[src/rtl/ecfd_pkg.sv]
package ecfd_pkg;

  // ****************************************
  // sizes
  // ****************************************
  localparam int NUM_CH    = 4;
  localparam int CNT_W     = 16;
  localparam int LOW_W     = 8;
  localparam int ADDR_W    = 8;
  localparam int PS_W      = 4;
  localparam int PSC_W     = 16;
  localparam int MODE_W    = 9;

  // ****************************************
  // register offsets (byte addresses)
  // ****************************************
  localparam logic [7:0] OFF_PERIPH    = 8'h00;
  localparam logic [7:0] OFF_PRESCALE  = 8'h04;
  localparam logic [7:0] OFF_START     = 8'h08;
  localparam logic [7:0] OFF_STOP      = 8'h0c;
  localparam logic [7:0] OFF_ACTIVE    = 8'h10;
  localparam logic [7:0] OFF_OUT_LEVEL = 8'h14;
  localparam logic [7:0] OFF_TOGGLE_EN = 8'h18;
  localparam logic [7:0] OFF_OUT_MODE  = 8'h1c;
  localparam logic [7:0] OFF_OUT_POL   = 8'h20;
  localparam logic [7:0] OFF_FILTER    = 8'h24;
  // channel block: addr[7:6] region, addr[5:4] channel, addr[3:2] register
  localparam logic [1:0] CH_REGION     = 2'h1;
  localparam logic [1:0] CH_SUB_MODE   = 2'h0;
  localparam logic [1:0] CH_SUB_DATA   = 2'h1;
  localparam logic [1:0] CH_SUB_COUNT  = 2'h2;

  // ****************************************
  // field positions
  // ****************************************
  localparam int UNIT_EN_BIT   = 0;
  localparam int PS_A_LSB      = 0;
  localparam int PS_B_LSB      = 4;
  localparam int MODE_SIS_BIT  = 0;
  localparam int MODE_CKS_BIT  = 1;
  localparam int MODE_EDGE_LSB = 2;
  localparam int MODE_FUNC_LSB = 4;
  localparam int MODE_SPLIT_BIT = 8;

  // ****************************************
  // reset values and channel capabilities
  // ****************************************
  localparam logic [MODE_W-1:0] MODE_RST  = 9'h000;
  localparam logic [CNT_W-1:0]  DATA_RST  = 16'h0000;
  localparam logic [CNT_W-1:0]  COUNT_RST = 16'hffff;
  localparam logic [CNT_W-1:0]  COUNT_ZERO = 16'h0000;
  localparam logic [LOW_W-1:0]  LOW_ZERO  = 8'h00;
  localparam logic [7:0]        PSC_RST   = 8'h00;
  localparam logic [3:0]        CH_RST    = 4'h0;
  localparam logic [3:0]        DIV_CH_MASK   = 4'h9;
  localparam logic [3:0]        SPLIT_CH_MASK = 4'ha;
  localparam logic [1:0]        RESP_OKAY   = 2'h0;
  localparam logic [1:0]        RESP_SLVERR = 2'h2;

  typedef enum logic [2:0] {
    ecfd_func_off    = 3'b000,
    ecfd_func_event  = 3'b001,
    ecfd_func_divide = 3'b010
  } ecfd_func_t;

  typedef enum logic [1:0] {
    ecfd_edge_fall = 2'b00,
    ecfd_edge_rise = 2'b01,
    ecfd_edge_both = 2'b10
  } ecfd_edge_t;

endpackage

[src/rtl/ecfd_edge.sv]
`timescale 1ns/1ps
`default_nettype none
module ecfd_edge
  import ecfd_pkg::*;
(
  input  wire logic       aclk,
  input  wire logic       srst,
  input  wire logic       pin,
  input  wire logic       sample_tick,
  input  wire logic       filter_en,
  input  wire logic [1:0] edge_sel,
  output logic            valid_edge
);

  logic sync1;
  logic sync2;
  logic samp;
  logic filt;
  logic next_filt;
  logic rise;
  logic fall;

  // ****************************************
  // synchroniser, then filter on the op clock
  // ****************************************
  always_ff @(posedge aclk) begin
    if (srst) begin
      sync1 <= 1'b0;
      sync2 <= 1'b0;
    end else begin
      sync1 <= pin;
      sync2 <= sync1;
    end
  end

  // filter wants two equal samples in a row before a level is accepted
  always_comb begin
    next_filt = filt;
    if (sample_tick && (!filter_en || samp == sync2)) begin
      next_filt = sync2;
    end
    rise = next_filt && !filt;
    fall = !next_filt && filt;
  end

  always_ff @(posedge aclk) begin
    if (srst) begin
      samp       <= 1'b0;
      filt       <= 1'b0;
      valid_edge <= 1'b0;
    end else begin
      if (sample_tick) begin
        samp <= sync2;
      end
      filt <= next_filt;
      unique case (edge_sel)
        ecfd_edge_fall: valid_edge <= fall;
        ecfd_edge_rise: valid_edge <= rise;
        ecfd_edge_both: valid_edge <= rise || fall;
        default:        valid_edge <= rise;
      endcase
    end
  end

endmodule // ecfd_edge
`default_nettype wire

[src/rtl/ecfd_top.sv]
`timescale 1ns/1ps
`default_nettype none
module ecfd_top
  import ecfd_pkg::*;
(
  input  wire logic              aclk,
  input  wire logic              aresetn,
  input  wire logic [ADDR_W-1:0] s_axi_awaddr,
  input  wire logic              s_axi_awvalid,
  output logic                   s_axi_awready,
  input  wire logic [31:0]       s_axi_wdata,
  input  wire logic [3:0]        s_axi_wstrb,
  input  wire logic              s_axi_wvalid,
  output logic                   s_axi_wready,
  output logic [1:0]             s_axi_bresp,
  output logic                   s_axi_bvalid,
  input  wire logic              s_axi_bready,
  input  wire logic [ADDR_W-1:0] s_axi_araddr,
  input  wire logic              s_axi_arvalid,
  output logic                   s_axi_arready,
  output logic [31:0]            s_axi_rdata,
  output logic [1:0]             s_axi_rresp,
  output logic                   s_axi_rvalid,
  input  wire logic              s_axi_rready,
  input  wire logic [NUM_CH-1:0] event_input_pin,
  output logic [NUM_CH-1:0]      timer_out,
  output logic [NUM_CH-1:0]      channel_interrupt
);

  // ****************************************
  // declarations
  // ****************************************
  logic [ADDR_W-1:0] wr_addr;
  logic [31:0]       wr_data;
  logic [3:0]        wr_strb;
  logic              aw_held;
  logic              w_held;
  logic              wr_fire;
  logic              wr_hit;
  logic [31:0]       rd_data;
  logic              rd_hit;
  logic [31:0]       wr_mask;
  logic              unit_en;
  logic              unit_rst;
  logic              unit_wr;
  logic [7:0]        prescale_r;
  logic [PSC_W-1:0]  psc_cnt;
  logic [PSC_W-1:0]  mask_a;
  logic [PSC_W-1:0]  mask_b;
  logic              tick_a;
  logic              tick_b;
  logic [NUM_CH-1:0] active_r;
  logic [NUM_CH-1:0] level_r;
  logic [NUM_CH-1:0] toggle_en_r;
  logic [NUM_CH-1:0] out_mode_r;
  logic [NUM_CH-1:0] out_pol_r;
  logic [NUM_CH-1:0] filter_r;
  logic [NUM_CH-1:0] start_p;
  logic [NUM_CH-1:0] stop_p;
  logic [NUM_CH-1:0] edge_p;
  logic [NUM_CH-1:0] tog_p;
  logic [NUM_CH-1:0] irq_p;
  logic [MODE_W-1:0] mode_r  [NUM_CH];
  logic [CNT_W-1:0]  data_r  [NUM_CH];
  logic [CNT_W-1:0]  count_r [NUM_CH];
  logic [31:0]       wr_merged;

  // ****************************************
  // axi4-lite write channel
  // ****************************************
  assign s_axi_awready = !aw_held;
  assign s_axi_wready  = !w_held;
  assign wr_fire       = aw_held && w_held && !s_axi_bvalid;

  always_ff @(posedge aclk) begin
    if (!aresetn) begin
      aw_held      <= 1'b0;
      w_held       <= 1'b0;
      wr_addr      <= '0;
      wr_data      <= '0;
      wr_strb      <= '0;
      s_axi_bvalid <= 1'b0;
      s_axi_bresp  <= RESP_OKAY;
    end else begin
      if (s_axi_awvalid && !aw_held) begin
        aw_held <= 1'b1;
        wr_addr <= s_axi_awaddr;
      end
      if (s_axi_wvalid && !w_held) begin
        w_held  <= 1'b1;
        wr_data <= s_axi_wdata;
        wr_strb <= s_axi_wstrb;
      end
      if (wr_fire) begin
        aw_held      <= 1'b0;
        w_held       <= 1'b0;
        s_axi_bvalid <= 1'b1;
        s_axi_bresp  <= wr_hit ? RESP_OKAY : RESP_SLVERR;
      end else if (s_axi_bready) begin
        s_axi_bvalid <= 1'b0;
      end
    end
  end

  // byte lanes merged into the stored value
  always_comb begin
    for (int b = 0; b < 4; b++) begin
      wr_mask[b*8 +: 8] = {8{wr_strb[b]}};
    end
  end

  always_comb begin
    wr_hit = 1'b1;
    if (wr_addr[7:6] == CH_REGION) begin
      wr_hit = (wr_addr[3:2] != 2'h3) && (wr_addr[1:0] == 2'h0);
    end else begin
      unique case (wr_addr)
        OFF_PERIPH, OFF_PRESCALE, OFF_START, OFF_STOP, OFF_ACTIVE,
        OFF_OUT_LEVEL, OFF_TOGGLE_EN, OFF_OUT_MODE, OFF_OUT_POL,
        OFF_FILTER: wr_hit = 1'b1;
        default:    wr_hit = 1'b0;
      endcase
    end
  end

  // writes to timer registers only land while the unit is powered
  assign unit_wr = wr_fire && wr_hit && unit_en;

  // ****************************************
  // axi4-lite read channel
  // ****************************************
  assign s_axi_arready = !s_axi_rvalid;

  always_comb begin
    rd_data = '0;
    rd_hit  = 1'b1;
    if (s_axi_araddr[7:6] == CH_REGION) begin
      rd_hit = (s_axi_araddr[3:2] != 2'h3) && (s_axi_araddr[1:0] == 2'h0);
      if (unit_en) begin
        unique case (s_axi_araddr[3:2])
          CH_SUB_MODE:  rd_data[MODE_W-1:0] = mode_r[s_axi_araddr[5:4]];
          CH_SUB_DATA:  rd_data[CNT_W-1:0]  = data_r[s_axi_araddr[5:4]];
          CH_SUB_COUNT: rd_data[CNT_W-1:0]  = count_r[s_axi_araddr[5:4]];
          default:      rd_data = '0;
        endcase
      end
    end else begin
      unique case (s_axi_araddr)
        OFF_PERIPH:    rd_data[UNIT_EN_BIT] = unit_en;
        OFF_PRESCALE:  rd_data[7:0] = unit_en ? prescale_r : PSC_RST;
        OFF_START:     rd_data = '0;
        OFF_STOP:      rd_data = '0;
        OFF_ACTIVE:    rd_data[3:0] = unit_en ? active_r : CH_RST;
        OFF_OUT_LEVEL: rd_data[3:0] = unit_en ? level_r : CH_RST;
        OFF_TOGGLE_EN: rd_data[3:0] = unit_en ? toggle_en_r : CH_RST;
        OFF_OUT_MODE:  rd_data[3:0] = unit_en ? out_mode_r : CH_RST;
        OFF_OUT_POL:   rd_data[3:0] = unit_en ? out_pol_r : CH_RST;
        OFF_FILTER:    rd_data[3:0] = unit_en ? filter_r : CH_RST;
        default:       rd_hit = 1'b0;
      endcase
    end
  end

  always_ff @(posedge aclk) begin
    if (!aresetn) begin
      s_axi_rvalid <= 1'b0;
      s_axi_rdata  <= '0;
      s_axi_rresp  <= RESP_OKAY;
    end else if (s_axi_arvalid && !s_axi_rvalid) begin
      s_axi_rvalid <= 1'b1;
      s_axi_rdata  <= rd_data;
      s_axi_rresp  <= rd_hit ? RESP_OKAY : RESP_SLVERR;
    end else if (s_axi_rready) begin
      s_axi_rvalid <= 1'b0;
    end
  end

  // ****************************************
  // unit enable and prescaler
  // ****************************************
  // no gated clock here: a disabled unit is held in reset instead
  assign unit_rst = !aresetn || !unit_en;

  assign wr_merged = wr_data & wr_mask;

  always_ff @(posedge aclk) begin
    if (!aresetn) begin
      unit_en <= 1'b0;
    end else if (wr_fire && wr_addr == OFF_PERIPH && wr_strb[0]) begin
      unit_en <= wr_data[UNIT_EN_BIT];
    end
  end

  always_ff @(posedge aclk) begin
    if (unit_rst) begin
      prescale_r <= PSC_RST;
    end else if (unit_wr && wr_addr == OFF_PRESCALE && wr_strb[0]) begin
      prescale_r <= wr_data[7:0];
    end
  end

  always_ff @(posedge aclk) begin
    if (unit_rst) begin
      psc_cnt <= '0;
    end else begin
      psc_cnt <= psc_cnt + 16'h0001;
    end
  end

  assign mask_a = (16'h0001 << prescale_r[PS_A_LSB +: PS_W]) - 16'h0001;
  assign mask_b = (16'h0001 << prescale_r[PS_B_LSB +: PS_W]) - 16'h0001;
  // op clocks are strobes of 2^n cycles; input sampling follows them
  assign tick_a = (psc_cnt & mask_a) == mask_a;
  assign tick_b = (psc_cnt & mask_b) == mask_b;

  // ****************************************
  // triggers and shared per-channel bits
  // ****************************************
  // trigger registers store nothing, so they always read back as zero
  assign start_p = (unit_wr && wr_addr == OFF_START && wr_strb[0]) ? wr_data[3:0] : CH_RST;
  assign stop_p  = (unit_wr && wr_addr == OFF_STOP && wr_strb[0]) ? wr_data[3:0] : CH_RST;

  always_ff @(posedge aclk) begin
    if (unit_rst) begin
      active_r <= CH_RST;
    end else begin
      active_r <= (active_r | start_p) & ~stop_p;
    end
  end

  always_ff @(posedge aclk) begin
    if (unit_rst) begin
      toggle_en_r <= CH_RST;
      out_mode_r  <= CH_RST;
      out_pol_r   <= CH_RST;
      filter_r    <= CH_RST;
    end else if (unit_wr && wr_strb[0]) begin
      unique case (wr_addr)
        OFF_TOGGLE_EN: toggle_en_r <= wr_data[3:0];
        OFF_OUT_MODE:  out_mode_r  <= wr_data[3:0];
        OFF_OUT_POL:   out_pol_r   <= wr_data[3:0];
        OFF_FILTER:    filter_r    <= wr_data[3:0];
        default:       filter_r    <= filter_r;
      endcase
    end
  end

  // a hardware toggle lands on top of a same-cycle software write
  always_ff @(posedge aclk) begin
    if (unit_rst) begin
      level_r <= CH_RST;
    end else if (unit_wr && wr_addr == OFF_OUT_LEVEL && wr_strb[0]) begin
      level_r <= wr_data[3:0] ^ (tog_p & toggle_en_r);
    end else begin
      // a stop leaves the level where it was
      level_r <= level_r ^ (tog_p & toggle_en_r);
    end
  end

  always_ff @(posedge aclk) begin
    if (unit_rst) begin
      timer_out <= CH_RST;
    end else begin
      timer_out <= level_r ^ (out_pol_r & out_mode_r);
    end
  end

  assign channel_interrupt = irq_p;

  // ****************************************
  // channels
  // ****************************************
  for (genvar n = 0; n < NUM_CH; n++) begin : g_ch
    ecfd_func_t        func;
    logic              is_evt;
    logic              is_div;
    logic              split;
    logic              cnt_zero;
    logic              wait_first;
    logic              ch_sel;
    logic [CNT_W-1:0]  reload;
    logic [CNT_W-1:0]  dec;

    ecfd_edge u_edge (
      .aclk        (aclk),
      .srst        (unit_rst),
      .pin         (event_input_pin[n]),
      .sample_tick (mode_r[n][MODE_CKS_BIT] ? tick_b : tick_a),
      .filter_en   (filter_r[n]),
      .edge_sel    (mode_r[n][MODE_EDGE_LSB +: 2]),
      .valid_edge  (edge_p[n])
    );

    assign func   = ecfd_func_t'(mode_r[n][MODE_FUNC_LSB +: 3]);
    assign is_evt = func == ecfd_func_event;
    assign is_div = (func == ecfd_func_divide) && DIV_CH_MASK[n];
    assign split  = mode_r[n][MODE_SPLIT_BIT] && SPLIT_CH_MASK[n];
    assign ch_sel = unit_wr && wr_addr[7:6] == CH_REGION && wr_addr[5:4] == 2'(n);

    // split mode keeps the upper byte frozen
    assign cnt_zero = split ? (count_r[n][LOW_W-1:0] == LOW_ZERO)
                            : (count_r[n] == COUNT_ZERO);
    assign reload   = split ? {count_r[n][CNT_W-1:LOW_W], data_r[n][LOW_W-1:0]}
                            : data_r[n];
    assign dec      = split ? {count_r[n][CNT_W-1:LOW_W],
                               count_r[n][LOW_W-1:0] - LOW_ZERO - 8'h01}
                            : count_r[n] - 16'h0001;

    always_ff @(posedge aclk) begin
      if (unit_rst) begin
        mode_r[n] <= MODE_RST;
        data_r[n] <= DATA_RST;
      end else if (ch_sel && wr_addr[3:2] == CH_SUB_MODE) begin
        mode_r[n] <= MODE_W'((mode_r[n] & ~MODE_W'(wr_mask)) | MODE_W'(wr_merged));
      end else if (ch_sel && wr_addr[3:2] == CH_SUB_DATA) begin
        // count only picks this up at its next reload
        data_r[n] <= CNT_W'((data_r[n] & ~CNT_W'(wr_mask)) | CNT_W'(wr_merged));
      end
    end

    always_ff @(posedge aclk) begin
      if (unit_rst) begin
        count_r[n] <= COUNT_RST;
        wait_first <= 1'b0;
        irq_p[n]   <= 1'b0;
        tog_p[n]   <= 1'b0;
      end else begin
        irq_p[n] <= 1'b0;
        tog_p[n] <= 1'b0;
        if (stop_p[n]) begin
          wait_first <= 1'b0;
        end else if (start_p[n]) begin
          if (is_div) begin
            wait_first <= 1'b1;
          end else if (is_evt) begin
            count_r[n] <= reload;
          end
        end else if (active_r[n] && edge_p[n]) begin
          if (wait_first) begin
            count_r[n] <= reload;
            wait_first <= 1'b0;
            irq_p[n]   <= mode_r[n][MODE_SIS_BIT];
            tog_p[n]   <= mode_r[n][MODE_SIS_BIT];
          end else if (is_evt || is_div) begin
            if (cnt_zero) begin
              count_r[n] <= reload;
              irq_p[n]   <= 1'b1;
              tog_p[n]   <= is_div;
            end else begin
              count_r[n] <= dec;
            end
          end
        end
      end
    end
  end

endmodule // ecfd_top
`default_nettype wire

[config.mk]
export PLATFORM = sky130hd
export DESIGN_NAME = ecfd_top
export DESIGN_NICKNAME = d
export VERILOG_FILES = /design/src/rtl/ecfd_pkg.sv /design/src/rtl/ecfd_edge.sv /design/src/rtl/ecfd_top.sv
export SDC_FILE = /design/constraint.sdc
export NUM_CORES = 1
export LEC_CHECK = 0
export BUFFER_PORTS_ARGS = -buffer_cell sky130_fd_sc_hd__buf_4
export CORE_AREA = 3 3 176 178
export DETAILED_ROUTE_END_ITERATION = 10
export DIE_AREA = 0 0 179 181
export PLACE_DENSITY_LB_ADDON = 0.08
export RECOVER_POWER = 50
export SLEW_MARGIN = 40
export SYNTH_ARGS = -nofsm -noshare
export SYNTH_HDL_FRONTEND = slang
export SYNTH_SLANG_ARGS = --single-unit
[constraint.sdc]
create_clock -name aclk -period 4.1 [get_ports aclk]
set_clock_uncertainty 0.15 [all_clocks]
set_input_delay 0.82 -clock aclk [delete_from_list [all_inputs] [get_ports aclk]]
set_output_delay 0.82 -clock aclk [all_outputs]
set_load 0.05 [all_outputs]
==> summary.md <==
| Metric | Value |
|---|---|
| Status | `finished with violations` |
| Failing checks | `max-capacitance violations, max-slew violations` |
| R2r endpoint | `g_ch[0].u_edge.valid_edge` |
| Main synth FF type | `edfxtp_1` |
| Gr ovfl total | `0` |
| Pwr dens | `358 nW/um2` |
| Detail Placement HPWL | `34,400 um` |
| Stages on worst setup path | `12` |
| Rel. slew slack | `-0.727%` |
| Crit path time final | `3.70 ns` |
| Peak supply drop | `0.000262 V` |
| Die Wd | `179 um` |
| Pin count of the biggest net entering global routing | `73` |
| Synth warn | `0` |
| Max-cap violations | `1` |
| Cell class contributing the biggest share of worst-path delay | `compound AO/OA/AOI/OAI gates` |
| Flop-to-flop setup slack | `0.40 ns` |
| Drt wl/cell | `22.7 um` |
| Distinct cell type count after synthesis | `80` |
| Worst-skew pair later-pin latency | `0.52 ns` |
| Hold Violations, Final | `0` |
| Crit-path max cell delay | `0.63 ns` |
| Full die area | `32,400 um2` |
| Period utilisation layout | `90.3%` |
| Initial core utilization | `54.5%` |
| Worst Setup End Kind | `flip-flop` |
| Worst Hold Launch | `g_ch[3].u_edge.sync1` |
| IO Port Bufs | `75` |
| Clock sink total | `292` |
| Comb power frac | `4.8%` |
| Die span in y | `181 um` |
| Gr usage total | `29.6%` |
| Synthesized flop and latch total | `292` |
| Worst Max-Slew Pin Slew | `1.51 ns` |
| Reg clk slew, reported paths | `0.06 ns` |
| ANT nets after route | `0` |
| CTS tree | `yes` |
| Vias per inst | `6.32` |
| Synth Instances | `1,666` |
| Switching part of the total | `22.2%` |
| Worst hold path depth | `1` |
| DR vias | `13,438` |
| Total Power | `6.44 mW` |
| Clock buffer depth | `3` |
| DRC viols | `0` |
| Synth-to-layout area growth | `11.5%` |
| CORE AREA | `29,600 um2` |
| Class of the most critical setup path | `flip-flop to flip-flop` |
| DR iter-0 viols | `1,884` |
| Worst endpoint data arrival time | `3.97 ns` |
| Internal Power | `5.01 mW` |
| Fin. max-slew vios | `36` |
| Critical path peak fanout | `19` |
| Worst min path class | `flip-flop to flip-flop` |
| Avg Inst Size Synth | `9.67 um2` |
| Synth async-reset ratio | `0%` |
| Flop pwr share | `48.2%` |
| Post-CTS Setup Inserts | `0` |
| Area of the mapped netlist | `16,100 um2` |
| Reg2Reg Depth | `12` |
| Clock share of power | `47.0%` |
| Core Rows | `63` |
| Hold endpoint | `g_ch[3].u_edge.sync2` |
| CTS Root Cell | `clkbuf_16` |
| H-tree depth | `2` |
| Post-synthesis sequential area ratio | `46.5%` |
| CP Buf/Inv Count | `2` |
| Startpoint class of the critical path | `flip-flop` |
| Global-route wire length before repair | `73,200 um` |
| Ports | `112` |
| Initial antenna violation count | `1` |
| Pleak | `5.90 nW` |
| RSZ-0062 raised after global routing | `no` |
| Nets | `1,789` |
| CP required | `4.37 ns` |
| Fin Setup TNS | `0 ns` |
| Vias in the first global route | `12,191` |
| Net Sw Power | `1.43 mW` |
| Routability cong. | `0.951` |
| Post-synth EDFFs | `164` |
| Layout cells sized above 1 | `11.5%` |
| Worst r2r src | `prescale_r[7]` |
| Crit-path slowest cell | `or4b_2` |
| DRT Pass-1 Iters | `7` |
| Post-CTS Hold Buffers | `0` |
| Final WL | `48,300 um` |
| Ordered cell list for the critical path | `buf_4 > nand3b_1 > ha_2 > or4b_2 > a31oi_1 > nor4_1 > o221ai_1 > nand3_1 > ha_1 > inv_1 > a21oi_1 > a221oi_1` |
| Fmax | `270 MHz` |
| Final setup vio count | `0` |
| CTS Buf Count | `34` |
## state kept, by name (all words and copies together) (netlist names), 8 cells and up
signal / flops
wr_addr: 8
psc_cnt: 15
wr_data: 16
data_r: 64
mode_r: 36
s_axi_rdata: 16
count_r: 64
prescale_r: 8
## stage by stage
stage	std cells	cell area (um2)	hold slack, ns	utilization [%]	worst slack [ns]
after floorplan	1683	16200	0.294	-	0.677
after global placement	2064	17000	0.298	57.4	0.302
after detailed placement	2064	17000	0.301	57.4	0.208
after CTS	2125	18100	0.314	61.2	0.139
after global routing	2125	17900	0.340	60.7	0.0647
final	2127	18000	0.316	60.7	0.397
## worst max-delay path by stage
stage,from,to
after floorplan,prescale_r[6],g_ch[3].u_edge.valid_edge
after global placement,prescale_r[5],g_ch[3].u_edge.valid_edge
after detailed placement,prescale_r[5],g_ch[3].u_edge.valid_edge
after CTS,prescale_r[5],g_ch[3].u_edge.valid_edge
after global routing,prescale_r[7],g_ch[0].u_edge.valid_edge
final,prescale_r[7],g_ch[0].u_edge.valid_edge
## per-layer routing
layer  vias to the layer above  global-route usage, %  wire length [um]
li1                       6155                      -                 -
met1                      6457                   45.8             21000
met2                       752                   41.4             20000
met3                        74                   7.73              6070
met4                         0                   7.42              1190
met5                         -                      0                 0
## cell type report
cell class	instances	area [um2]
fillers	2587	11600
multi-input cells	1221	7980
flip-flops and latches	292	7490
clock buffers	51	965
repair buffers	116	713
well taps	390	488
inverters	45	169
clock inverters	10	141
diodes	2	5.00
## layout by cell type, fill, tap and decap left out, types with 6 or more instances in the layout
cell type  instances
xnor2_1           24
and2_1            10
nand3_1           32
dfxtp_1          126
a21o_1             7
inv_1             45
nor3_1            37
or3_1             23
and3_1            17
nand2_1          140
o22a_1            19
a21boi_0          24
xor2_1            29
clkbuf_16         34
edfxtp_1         164
a2bb2oi_1          6
mux2i_1           37
nor2_1           151
nor4_1            16
nor2b_1           31
clkbuf_1          54
or4_1              9
ha_1              14
mux4_2            41
a22oi_1           19
o21ai_0           65
and2_0             7
buf_4             74
a221oi_1           8
nand2b_1         107
a21oi_1          183
nand4_1           10
a31oi_1           14
a211oi_1           9
conb_1            18
## synth_stat cells, drive strengths merged, types with 20 or more instances
cell / n / share of area, %
a21boi: 24 / 1.1
a21oi: 183 / 5.7
buf: 42 / 1.6
clkbuf: 83 / 1.9
dfxtp: 128 / 16
edfxtp: 164 / 31
inv: 45 / 1.0
mux2i: 37 / 2.3
mux4: 41 / 5.7
nand2: 142 / 3.3
nand2b: 107 / 4.2
nand3: 33 / 1.0
nor2: 152 / 3.5
nor2b: 34 / 1.3
nor3: 38 / 1.2
nor4: 20 / 0.91
o21ai: 69 / 2.1
or3: 24 / 0.96
xnor2: 24 / 1.3
xor2: 29 / 1.6
## power by group through the flow
stage	clock network, mW	registers [mW]	logic (mW)
floorplan	0	3.16	0.213
detailed placement	0	3.17	0.312
global route	3.18	3.10	0.333
finish	3.02	3.10	0.310
global placement	0	3.16	0.309
CTS	3.06	3.10	0.313
## worst register-to-register path: cells and delay by family (launching register included)
kind	cells	cell delay [ns]
AO/OA/AOI/OAI	4	1.09
flip-flops	1	0.34
buffers and inverters	2	0.27
AND/OR/NAND/NOR	4	1.09
adder cells (fa/ha/maj)	2	0.64
## logic make-up (layout without fill, tap and decap cells)
| family | Yosys count | count (layout) | share of synthesized area [%] |
|---|---|---|---|
| other | 1 | 20 | 0.0233 |
| buffers and inverters | 170 | 222 | 4.58 |
| XOR/XNOR | 53 | 53 | 2.88 |
| adder cells (fa/ha/maj) | 16 | 16 | 1.24 |
| AO/OA/AOI/OAI | 414 | 414 | 16.0 |
| flip-flops | 292 | 292 | 46.5 |
| AND/OR/NAND/NOR | 639 | 639 | 20.5 |
| multiplexers | 81 | 81 | 8.24 |
## timing repair
item / 4_1_cts / 5_1_grt
setup endpoints to repair: 0 / 4
hold endpoints to repair: 0 / 0
resized for setup: 0 / 4
No activity file was read; power rests on OpenSTA's default activity.
